<file path="config.mk">
export PLATFORM = sky130hd
export DESIGN_NAME = bdbc_top
export DESIGN_NICKNAME = d
export VERILOG_FILES = /design/src/rtl/bdbc_pkg.sv /design/src/rtl/bdbc_delay.sv /design/src/rtl/bdbc_top.sv
export SDC_FILE = /design/constraint.sdc
export NUM_CORES = 1
export LEC_CHECK = 0
export BUFFER_PORTS_ARGS = -buffer_cell sky130_fd_sc_hd__clkbuf_2
export CORE_MARGIN = 2
export CORE_UTILIZATION = 40
export CTS_BUF_LIST = sky130_fd_sc_hd__clkbuf_8
export CTS_CLUSTER_SIZE = 12
export DETAILED_ROUTE_END_ITERATION = 10
export PLACE_DENSITY = 0.7
export SYNTH_ARGS = -nofsm -noshare
export SYNTH_HDL_FRONTEND = slang
export SYNTH_SLANG_ARGS = --single-unit
</file>
<file path="constraint.sdc">
create_clock -name CLK -period 1.7 [get_ports CLK]
set_input_delay 0.085 -clock CLK [delete_from_list [all_inputs] [get_ports CLK]]
set_output_delay 0.085 -clock CLK [all_outputs]
set_load 0.01 [all_outputs]
</file>
<file path="src/rtl/bdbc_pkg.sv">
package bdbc_pkg;

    // ------------------------------------------------------------
    // Register map (byte addresses)
    // ------------------------------------------------------------
    localparam logic [7:0] OFS_CONTROL  = 8'h00;
    localparam logic [7:0] OFS_RISE_CNT = 8'h04;
    localparam logic [7:0] OFS_FALL_CNT = 8'h08;
    localparam logic [7:0] OFS_STATUS   = 8'h0c;

    // ------------------------------------------------------------
    // Control field positions
    // ------------------------------------------------------------
    localparam int CTL_EN_BIT   = 0;
    localparam int CTL_FULL_BIT = 1;
    localparam int CTL_DIR_BIT  = 2;
    localparam int CTL_LD_BIT   = 3;

    // ------------------------------------------------------------
    // Widths and reset values
    // ------------------------------------------------------------
    localparam int         DB_WIDTH     = 6;
    localparam logic [5:0] DB_RESET_VAL = 6'h00;

    localparam logic [1:0] AXI_OKAY   = 2'h0;
    localparam logic [1:0] AXI_SLVERR = 2'h2;

    // ------------------------------------------------------------
    // Output group
    // ------------------------------------------------------------
    typedef struct packed {
        logic first;
        logic second;
        logic third;
        logic fourth;
    } bdbc_drive_s;

    typedef struct packed {
        logic en;
        logic full;
        logic dir;
    } bdbc_ctrl_s;

endpackage

</file>
<file path="src/rtl/bdbc_delay.sv">
`timescale 1ns/1ps

// ------------------------------------------------------------
// Dead-band delay counter
// ------------------------------------------------------------
module bdbc_delay
    import bdbc_pkg::*;
#(
    parameter int W = DB_WIDTH
) (
    // Clock and reset
    input  wire logic         clk,
    input  wire logic         rst,
    // Request and count
    input  wire logic         req,
    input  wire logic [W-1:0] count,
    // Delayed level
    output logic              out
);

    logic [W-1:0] cnt_q;

    // Count from zero while request holds; drop on loss of request
    always_ff @(posedge clk) begin
        if (rst || !req) begin
            cnt_q <= '0;
        end else if (cnt_q != count) begin
            cnt_q <= cnt_q + 1'b1;
        end
    end

    // Short request never completes, no pulse
    always_ff @(posedge clk) begin
        if (rst || !req) begin
            out <= 1'b0;
        end else begin
            out <= (cnt_q == count);
        end
    end

endmodule

</file>
<file path="src/rtl/bdbc_top.sv">
// Summary of operation
// - Two independent six-bit dead-band counters: rising/reverse and falling/forward.
// - Rising counter delays rising input edges (half), reverse direction (full).
// - Falling counter delays falling input edges (half), forward direction (full).
// - Dead band counts clock periods from zero up to the count value.
// - Half bridge: inverted output waits the dead band after normal falls.
// - Full bridge: direction bit may toggle while running, switching direction.
// - After direction change A and C switch at rising edge; B/D delayed.
// - Rising count delays leading edge of A (half), or of B (full) only after a direction change; otherwise B follows the input.
// - Falling count delays leading edge of B (half), or of D (full) only after a direction change; otherwise D follows the input.
// - Counts double-buffered; while disabled a write loads the working count at once.
// - While enabled, load request moves buffers at next input falling edge.
// - Input shorter than the dead band gives no pulse on that output in half mode or after a direction change.
`timescale 1ns/1ps

module bdbc_top
    import bdbc_pkg::*;
(
    // Clock and reset
    input  wire logic        CLK,
    input  wire logic        RST,
    // Input source pin
    input  wire logic        SRC_IN,
    // Bridge drives
    output bdbc_drive_s      DRIVE_OUT,
    // AXI4-Lite write address
    input  wire logic [7:0]  S_AWADDR,
    input  wire logic        S_AWVALID,
    output logic             S_AWREADY,
    // AXI4-Lite write data
    input  wire logic [31:0] S_WDATA,
    input  wire logic [3:0]  S_WSTRB,
    input  wire logic        S_WVALID,
    output logic             S_WREADY,
    // AXI4-Lite write response
    output logic [1:0]       S_BRESP,
    output logic             S_BVALID,
    input  wire logic        S_BREADY,
    // AXI4-Lite read address
    input  wire logic [7:0]  S_ARADDR,
    input  wire logic        S_ARVALID,
    output logic             S_ARREADY,
    // AXI4-Lite read data
    output logic [31:0]      S_RDATA,
    output logic [1:0]       S_RRESP,
    output logic             S_RVALID,
    input  wire logic        S_RREADY
);

    // ------------------------------------------------------------
    // Declarations
    // ------------------------------------------------------------
    logic                src_m_q;
    logic                src_q;
    logic                src_d1_q;
    logic                src_rise;
    logic                src_fall;
    bdbc_ctrl_s          ctrl_q;
    logic                ld_req_q;
    logic [DB_WIDTH-1:0] rise_buf_q;
    logic [DB_WIDTH-1:0] fall_buf_q;
    logic [DB_WIDTH-1:0] rise_work_q;
    logic [DB_WIDTH-1:0] fall_work_q;
    logic                dir_q;
    logic                dir_pend_q;
    logic                rise_req;
    logic                fall_req;
    logic                rise_done;
    logic                fall_done;
    logic                aw_q;
    logic                w_q;
    logic [7:0]          awaddr_q;
    logic [31:0]         wdata_q;
    logic [3:0]          wstrb_q;
    logic                wr_go;
    logic                wr_ok;
    logic                ld_xfer;
    bdbc_drive_s         drive_d;
    logic                wr_ctrl;
    logic                wr_rise;
    logic                wr_fall;
    logic [31:0]         rdata_d;
    logic [1:0]          rresp_d;

    // ------------------------------------------------------------
    // Input synchroniser and edges
    // ------------------------------------------------------------
    always_ff @(posedge CLK) begin
        if (RST) begin
            src_m_q  <= 1'b0;
            src_q    <= 1'b0;
            src_d1_q <= 1'b0;
        end else begin
            src_m_q  <= SRC_IN;
            src_q    <= src_m_q;
            src_d1_q <= src_q;
        end
    end

    assign src_rise = src_q && !src_d1_q;
    assign src_fall = !src_q && src_d1_q;

    // ------------------------------------------------------------
    // AXI4-Lite write path
    // ------------------------------------------------------------
    assign S_AWREADY = !aw_q && !S_BVALID;
    assign S_WREADY  = !w_q && !S_BVALID;
    assign wr_go     = aw_q && w_q && !S_BVALID;
    assign wr_ok     = (awaddr_q[1:0] == 2'h0) && (awaddr_q <= OFS_STATUS);

    // ------------------------------------------------------------
    // Register write strobes
    // ------------------------------------------------------------
    assign wr_ctrl = wr_go && wstrb_q[0] && (awaddr_q == OFS_CONTROL);
    assign wr_rise = wr_go && wstrb_q[0] && (awaddr_q == OFS_RISE_CNT);
    assign wr_fall = wr_go && wstrb_q[0] && (awaddr_q == OFS_FALL_CNT);

    always_ff @(posedge CLK) begin
        if (RST) begin
            aw_q     <= 1'b0;
            awaddr_q <= 8'h00;
        end else if (S_AWVALID && S_AWREADY) begin
            aw_q     <= 1'b1;
            awaddr_q <= S_AWADDR;
        end else if (wr_go) begin
            aw_q     <= 1'b0;
        end
    end

    always_ff @(posedge CLK) begin
        if (RST) begin
            w_q     <= 1'b0;
            wdata_q <= 32'h0000_0000;
            wstrb_q <= 4'h0;
        end else if (S_WVALID && S_WREADY) begin
            w_q     <= 1'b1;
            wdata_q <= S_WDATA;
            wstrb_q <= S_WSTRB;
        end else if (wr_go) begin
            w_q     <= 1'b0;
        end
    end

    always_ff @(posedge CLK) begin
        if (RST) begin
            S_BVALID <= 1'b0;
            S_BRESP  <= AXI_OKAY;
        end else if (wr_go) begin
            S_BVALID <= 1'b1;
            S_BRESP  <= wr_ok ? AXI_OKAY : AXI_SLVERR;
        end else if (S_BREADY) begin
            S_BVALID <= 1'b0;
        end
    end

    // ------------------------------------------------------------
    // Control register
    // ------------------------------------------------------------
    always_ff @(posedge CLK) begin
        if (RST) begin
            ctrl_q <= '0;
        end else if (wr_ctrl) begin
            ctrl_q.en   <= wdata_q[CTL_EN_BIT];
            ctrl_q.full <= wdata_q[CTL_FULL_BIT];
            ctrl_q.dir  <= wdata_q[CTL_DIR_BIT];
        end
    end

    // Load request: set by software, cleared by transfer or while disabled, set wins
    assign ld_xfer = ld_req_q && ctrl_q.en && src_fall;

    always_ff @(posedge CLK) begin
        if (RST) begin
            ld_req_q <= 1'b0;
        end else if (wr_ctrl && wdata_q[CTL_LD_BIT]) begin
            ld_req_q <= 1'b1;
        end else if (ld_xfer || !ctrl_q.en) begin
            ld_req_q <= 1'b0;
        end
    end

    // ------------------------------------------------------------
    // Double-buffered counts
    // ------------------------------------------------------------
    always_ff @(posedge CLK) begin
        if (RST) begin
            rise_buf_q <= DB_RESET_VAL;
        end else if (wr_rise) begin
            rise_buf_q <= wdata_q[DB_WIDTH-1:0];
        end
    end

    always_ff @(posedge CLK) begin
        if (RST) begin
            fall_buf_q <= DB_RESET_VAL;
        end else if (wr_fall) begin
            fall_buf_q <= wdata_q[DB_WIDTH-1:0];
        end
    end

    always_ff @(posedge CLK) begin
        if (RST) begin
            rise_work_q <= DB_RESET_VAL;
            fall_work_q <= DB_RESET_VAL;
        end else if (!ctrl_q.en) begin
            rise_work_q <= rise_buf_q;
            fall_work_q <= fall_buf_q;
        end else if (ld_xfer) begin
            rise_work_q <= rise_buf_q;
            fall_work_q <= fall_buf_q;
        end
    end

    // ------------------------------------------------------------
    // Direction tracking, applied at rising input edge
    // ------------------------------------------------------------
    always_ff @(posedge CLK) begin
        if (RST) begin
            dir_q      <= 1'b0;
            dir_pend_q <= 1'b0;
        end else if (!ctrl_q.en) begin
            dir_q      <= ctrl_q.dir;
            dir_pend_q <= 1'b0;
        end else if (src_rise && dir_q != ctrl_q.dir) begin
            dir_q      <= ctrl_q.dir;
            dir_pend_q <= 1'b1;
        end else if (!src_q) begin
            dir_pend_q <= 1'b0;
        end
    end

    // ------------------------------------------------------------
    // Dead-band counters
    // ------------------------------------------------------------
    // Half: rise timer on high input, fall timer on low input.
    // Full: reverse (dir=1) uses rise timer, forward uses fall timer.
    always_comb begin
        if (ctrl_q.full) begin
            rise_req = ctrl_q.en && src_q && dir_q;
            fall_req = ctrl_q.en && src_q && !dir_q;
        end else begin
            rise_req = ctrl_q.en && src_q;
            fall_req = ctrl_q.en && !src_q;
        end
    end

    bdbc_delay #(.W(DB_WIDTH)) u_rise (
        .clk   (CLK),
        .rst   (RST),
        .req   (rise_req),
        .count (rise_work_q),
        .out   (rise_done)
    );

    bdbc_delay #(.W(DB_WIDTH)) u_fall (
        .clk   (CLK),
        .rst   (RST),
        .req   (fall_req),
        .count (fall_work_q),
        .out   (fall_done)
    );

    // ------------------------------------------------------------
    // Output steering
    // ------------------------------------------------------------
    always_comb begin
        drive_d = '0;
        if (ctrl_q.en) begin
            if (!ctrl_q.full) begin
                drive_d.first  = rise_done;
                drive_d.second = fall_done;
                drive_d.third  = rise_done;
                drive_d.fourth = fall_done;
            end else if (!dir_q) begin
                // Forward: A on, D modulated
                drive_d.first  = 1'b1;
                drive_d.fourth = dir_pend_q ? fall_done : (fall_done || src_q);
            end else begin
                // Reverse: C on, B modulated
                drive_d.third  = 1'b1;
                drive_d.second = dir_pend_q ? rise_done : (rise_done || src_q);
            end
        end
    end

    // ------------------------------------------------------------
    // Output register
    // ------------------------------------------------------------
    always_ff @(posedge CLK) begin
        if (RST) begin
            DRIVE_OUT <= '0;
        end else begin
            DRIVE_OUT <= drive_d;
        end
    end

    // ------------------------------------------------------------
    // AXI4-Lite read path
    // ------------------------------------------------------------
    assign S_ARREADY = !S_RVALID;

    // ------------------------------------------------------------
    // Read mux, unused bits read zero
    // ------------------------------------------------------------
    always_comb begin
        rdata_d = 32'h0000_0000;
        rresp_d = AXI_OKAY;
        unique case (S_ARADDR)
            OFS_CONTROL: begin
                rdata_d[CTL_EN_BIT]   = ctrl_q.en;
                rdata_d[CTL_FULL_BIT] = ctrl_q.full;
                rdata_d[CTL_DIR_BIT]  = ctrl_q.dir;
                rdata_d[CTL_LD_BIT]   = ld_req_q;
            end
            OFS_RISE_CNT: rdata_d[DB_WIDTH-1:0] = rise_buf_q;
            OFS_FALL_CNT: rdata_d[DB_WIDTH-1:0] = fall_buf_q;
            OFS_STATUS: begin
                rdata_d[3:0] = {dir_q, src_q, fall_done, rise_done};
            end
            default: rresp_d = AXI_SLVERR;
        endcase
    end

    always_ff @(posedge CLK) begin
        if (RST) begin
            S_RVALID <= 1'b0;
        end else if (S_ARVALID && S_ARREADY) begin
            S_RVALID <= 1'b1;
        end else if (S_RREADY) begin
            S_RVALID <= 1'b0;
        end
    end

    always_ff @(posedge CLK) begin
        if (RST) begin
            S_RDATA <= 32'h0000_0000;
            S_RRESP <= AXI_OKAY;
        end else if (S_ARVALID && S_ARREADY) begin
            S_RDATA <= rdata_d;
            S_RRESP <= rresp_d;
        end
    end

endmodule

</file>
**Word-level counts from Yosys, hierarchy flattened**

Index checks and enable logic that the tools add are counted.

- Flip-flop bits (word level): 80
- Input port bits: 60
- Output and inout bits: 45
- Word-level logic and storage cells: 124

- Add/subtract/negate cells: 2
- Magnitude comparators: 1
- Equality and inequality tests: 13
- Muxes and demuxes: 29
- Bitwise operators: 1
- Reduce and logical (&&, ||, !) cells: 47

Operator list:

| cell | count |
|---|---|
| $eq 8x4->1 const B | 3 |
| $mux 6 | 4 |
| $logic_and 1x1->1 | 22 |
| $mux 1 | 19 |
| $eq 8x3->1 const B | 2 |
| $logic_not 8->1 | 2 |
| $pmux 4 s4 | 1 |
| $add 6x1->6 const B | 2 |
| $eq 6x6->1 | 2 |
| $ne 6x6->1 | 2 |
| $logic_not 1->1 | 10 |
| $reduce_bool 2->1 | 5 |
| $le 8x4->1 const B | 1 |
| $mux 2 | 3 |
| $ne 2x1->1 const B | 3 |
| $logic_or 1x1->1 | 5 |
| $mux 4 | 1 |
| $pmux 2 s2 | 1 |
| $reduce_or 4->1 | 1 |
| $logic_not 2->1 | 1 |
| $reduce_or 2->1 | 1 |
| $ne 1x1->1 | 1 |
| $not 1->1 | 1 |

**Logic depth before layout (Yosys ltp)**

- Depth after elaboration: 6
- Depth in mapped cells: 5
- Mapped depth without buffers: 4

**Cells and area by module**

A second synthesis with hierarchy kept.

- Cells, all modules: 421
- Area, all modules: 3,885.0 sq um

By module, submodules not included:

| module | instances | cells an instance | area each (sq um) | seq. area each (sq um) |
|---|---|---|---|---|
| bdbc_top | 1 | 309 | 2,926.6 | 1,281.2 |
| bdbc_delay | 2 | 56 | 479.2 | 140.1 |

**Worst setup path before layout**

Ideal clock, no wire load.

- Kind: register to register
- From: register awaddr_q[0]
- To: register rise_buf_q[0]
- Setup time: 0.119 ns
- Arrival: 1.367 ns
- Data required time: 1.581 ns
- Path slack: 0.213 ns
- Stages on the path, launching flop included: 6
- Buffers on the path: 1
- Period minus slack after synthesis: 1.487 ns
- Cells stage by stage: dfxtp_1 nor4_4 nand3_1 or3b_1 buf_2 mux2i_1

- Cells in the longest elaborated chain, start to end: 2

RTL lines:

| item | line | RTL |
|---|---|---|
| from (decl) | bdbc_top.sv:72 | `logic [7:0] awaddr_q;` |
| from (signal assigned) | bdbc_top.sv:121 | `awaddr_q <= 8'h00;` |
| from (signal assigned) | bdbc_top.sv:124 | `awaddr_q <= S_AWADDR;` |
| $eq 8x3->1 | bdbc_top.sv:115 | `assign wr_rise = wr_go && wstrb_q[0] && (awaddr_q == OFS_RISE_CNT);` |
| $logic_and 1x1->1 | bdbc_top.sv:115 |  |
| to (signal assigned) | bdbc_top.sv:189 | `rise_buf_q <= wdata_q[DB_WIDTH-1:0];` |
| to (decl) | bdbc_top.sv:60 | `logic [DB_WIDTH-1:0] rise_buf_q;` |

No other way between the ends.
A chain may end at the register's enable or synchronous reset.

**Worst setup path after layout**

- From: register awaddr_q[0]
- To: register rise_buf_q[2]

Same word-level chain as after synthesis.

==> impl_results.md <==
* Clock-pin slew on the worst setup and hold paths at 80 ps
* Placed cells at 547
* TritonRoute pass-1 iters at 4
* Worst Path Required at 1930 ps
* Final std cells w/o fill at 580
* Synthesis Warnings at 0
* Drc violations at 0
* Final HPWL DP at 5.25 mm
* Cell area power density at 874 mW/mm^2
* Final max-slew violation count at 0
* Die ar. at 0.00972 mm^2
* CTS Buf Count at 9
* Static Leakage at 1.80 nW
* Vias in the first global route at 2,720
* Buffers on Ports at 47
* Initial Util at 41.2%
* Clock Path Buffers at 2
* Area growth syn-to-layout at 18.3%
* Final hold violations at 0
* Core area at 0.00868 mm^2
* Hold depth at 4
* Share of cells above drive strength 1 at 17.2%
* N_diodes at 0
* Avg WL per Cell at 12.7 um
* Post-route ant nets at 0
* Finish-stage setup viols at 0
* Async S/R FF share, synth at 0%
* Overall routing resource usage at 15.2%
* Critical Path End Type: flop
* Tcrit/Tclk final at 92.3%
* Clock Sink Count at 78
* I/O pin count at 105
* Startpoint types: flop
* Total grt overflow at 0
* Post-layout util at 48.8%
* Placer Congestion at 0.816
* Initial DRC Count at 154
* H-tree levels at 3
* Fin nets at 529
* Skew-Pair Late Insertion Delay at 360 ps
* DP Area at 0.00384 mm^2
* Peak Freq at 0.637 GHz
* Initial antenna violation count at 0
* Unique masters post-synth at 42
* RSZ-0062 raised after global routing: false
* Final min period at 1570 ps
* CP Max Fanout at 4
* Number of synthesized flops with an enable pin at 0
* Top_reg_cell synth: dfxtp_1
* Post-CTS setup buffers at 0
* Worst Reg-to-Reg Cells at 4
* Post-Synthesis Cells at 402
* Die width at 98.6 um
* Worst-Margin Slew at 628 ps
* Hold Slack at 21.3 ps
* Final instance area at 0.00423 mm^2
* Synthesized area at 0.00358 mm^2
* CP arrival at 1800 ps
* Final WL at 7.37 mm
* Register area share after synthesis at 43.7%
* Worst setup path class: reg -> reg
* CTS tree: built
* Hold Crit Class: in -> reg
* Headroom to the max-slew limit at 57.7%
* Number of vias per cell at 4.95
* Die height at 98.6 um
* Site Rows at 34
* Worst clock skew at 10.7 ps
* Root Driver: clkbuf_8
* Largest net degree at the start of global routing at 66
* First-pass GRT wire length at 12.1 mm
* Max VDD drop at 0.000507 V
* Setup TNS at 0 ps
* Max-Cap Viols at 0
* #FFs+latches synth at 78
* Syn Area/Cell at 8.90 um^2
* Vias at 2,873
* Outcome: finished clean
[state kept, by name (all words and copies together) (netlist names), 3 cells and up]
| signal | cells |
|---|---|
| S_RDATA | 6 |
| u_rise.cnt_q | 6 |
| awaddr_q | 8 |
| fall_buf_q | 6 |
| ctrl_q | 3 |
| rise_buf_q | 6 |
| u_fall.cnt_q | 6 |
| wdata_q | 6 |
| DRIVE_OUT | 4 |
| fall_work_q | 6 |
| rise_work_q | 6 |
[metal layers]
| metal | global-route usage, % | vias to the layer above | wire, um |
|---|---|---|---|
| met5 | 0 | - | 0 |
| met4 | 6.01 | 0 | 175 |
| met3 | 3.33 | 16 | 250 |
| met2 | 27.8 | 69 | 3790 |
| met1 | 17.1 | 1333 | 3150 |
| li1 | - | 1455 | - |
[area by class of cell]
class                      count  area [um^2]
clock inverter                 6         85.1
sequential                    78         1560
inverter                       5         18.8
tap                          108          135
timing repair buffer          74          480
fill                         818         4450
clock buffer                  10          138
multi-input combinational    299         1810
[where the power goes]
part           leakage, nW  internal [mW]  switching (mW)  total, mW
Combinational         1.06          0.125           0.147      0.272
Clock                0.114          0.864           0.664       1.53
Sequential           0.633           1.86          0.0359       1.90
Total                 1.80           2.85           0.847       3.70
[cells in the mapped netlist, types with 5 or more instances]
library cell / instances / area (um^2)
o21ai_0: 9 / 45.0
dfxtp_1: 78 / 1560
nor2_1: 35 / 131
inv_1: 5 / 18.8
nand2b_1: 21 / 131
a21oi_1: 41 / 205
a2111o_1: 6 / 67.6
nand2_1: 45 / 169
buf_4: 28 / 210
nor2b_1: 5 / 31.3
clkbuf_1: 14 / 52.6
nand3_1: 20 / 100
xor2_1: 12 / 105
a22oi_1: 6 / 45.0
mux2i_1: 25 / 250
[worst paths after layout]
| path | endpoint | from | slack (ps) |
|---|---|---|---|
| min reg2reg | awaddr_q[6]$_SDFFE_PP0P_ | awaddr_q[6]$_SDFFE_PP0P_ | 460 |
| min | S_BVALID$_SDFFE_PP0P_ | S_BREADY | 20 |
| max | rise_buf_q[2]$_SDFFE_PP0P_ | awaddr_q[0]$_SDFFE_PP0P_ | 130 |
| max reg2reg | rise_buf_q[2]$_SDFFE_PP0P_ | awaddr_q[0]$_SDFFE_PP0P_ | 130 |
[logic make-up after synthesis]
kind of cell    count (synthesis)  synth area share, %
other cells                     1                0.105
xor+xnor                       13                 3.18
buf+inv                        52                 8.53
fa+ha+maj                       2                0.699
simple gates                  155                 21.9
mux                            29                 9.51
flops                          78                 43.7
compound gates                 72                 12.5
[timing repair]
item | 4_1_cts | 5_1_grt
hold buffers | 17 | 0
setup endpoints to repair | 0 | 1
gates resized for setup | 0 | 1
endpoints found under the hold margin | 17 | 0
[worst max-delay path, cell delays in order (launching register included)]
cell	delay [ps]
dfxtp_1	340
nor4_4	300
nand3_1	160
or3b_1	500
mux2i_1	160
[placed cells by master (no fill, tap or decap), types with 4 or more instances in the layout]
cell type      instances
dfxtp_1               77
clkbuf_2              47
nand2_1               45
a21oi_1               41
nor2_1                35
conb_1                28
mux2i_1               25
nand2b_1              21
nand3_1               20
dlygate4sd3_1         17
xor2_1                12
clkbuf_8              10
buf_4                 10
o21ai_0                9
inv_1                  6
a2111o_1               6
a22oi_1                6
nor2b_1                5
and2_1                 4
nand4_1                4
mux4_2                 4
[per-stage QoR]
| step | power (mW) | setup slack [ps] |
|---|---|---|
| 6_report | 3.70 | 130 |
| 4_1_cts | 3.73 | 112 |
| 2_1_floorplan | 2.15 | 213 |
| 3_5_place_dp | 2.18 | 141 |
| 3_3_place_gp | 2.17 | 173 |
| 5_1_grt | 3.83 | 42.3 |
No activity file was read; power rests on OpenSTA's default activity.
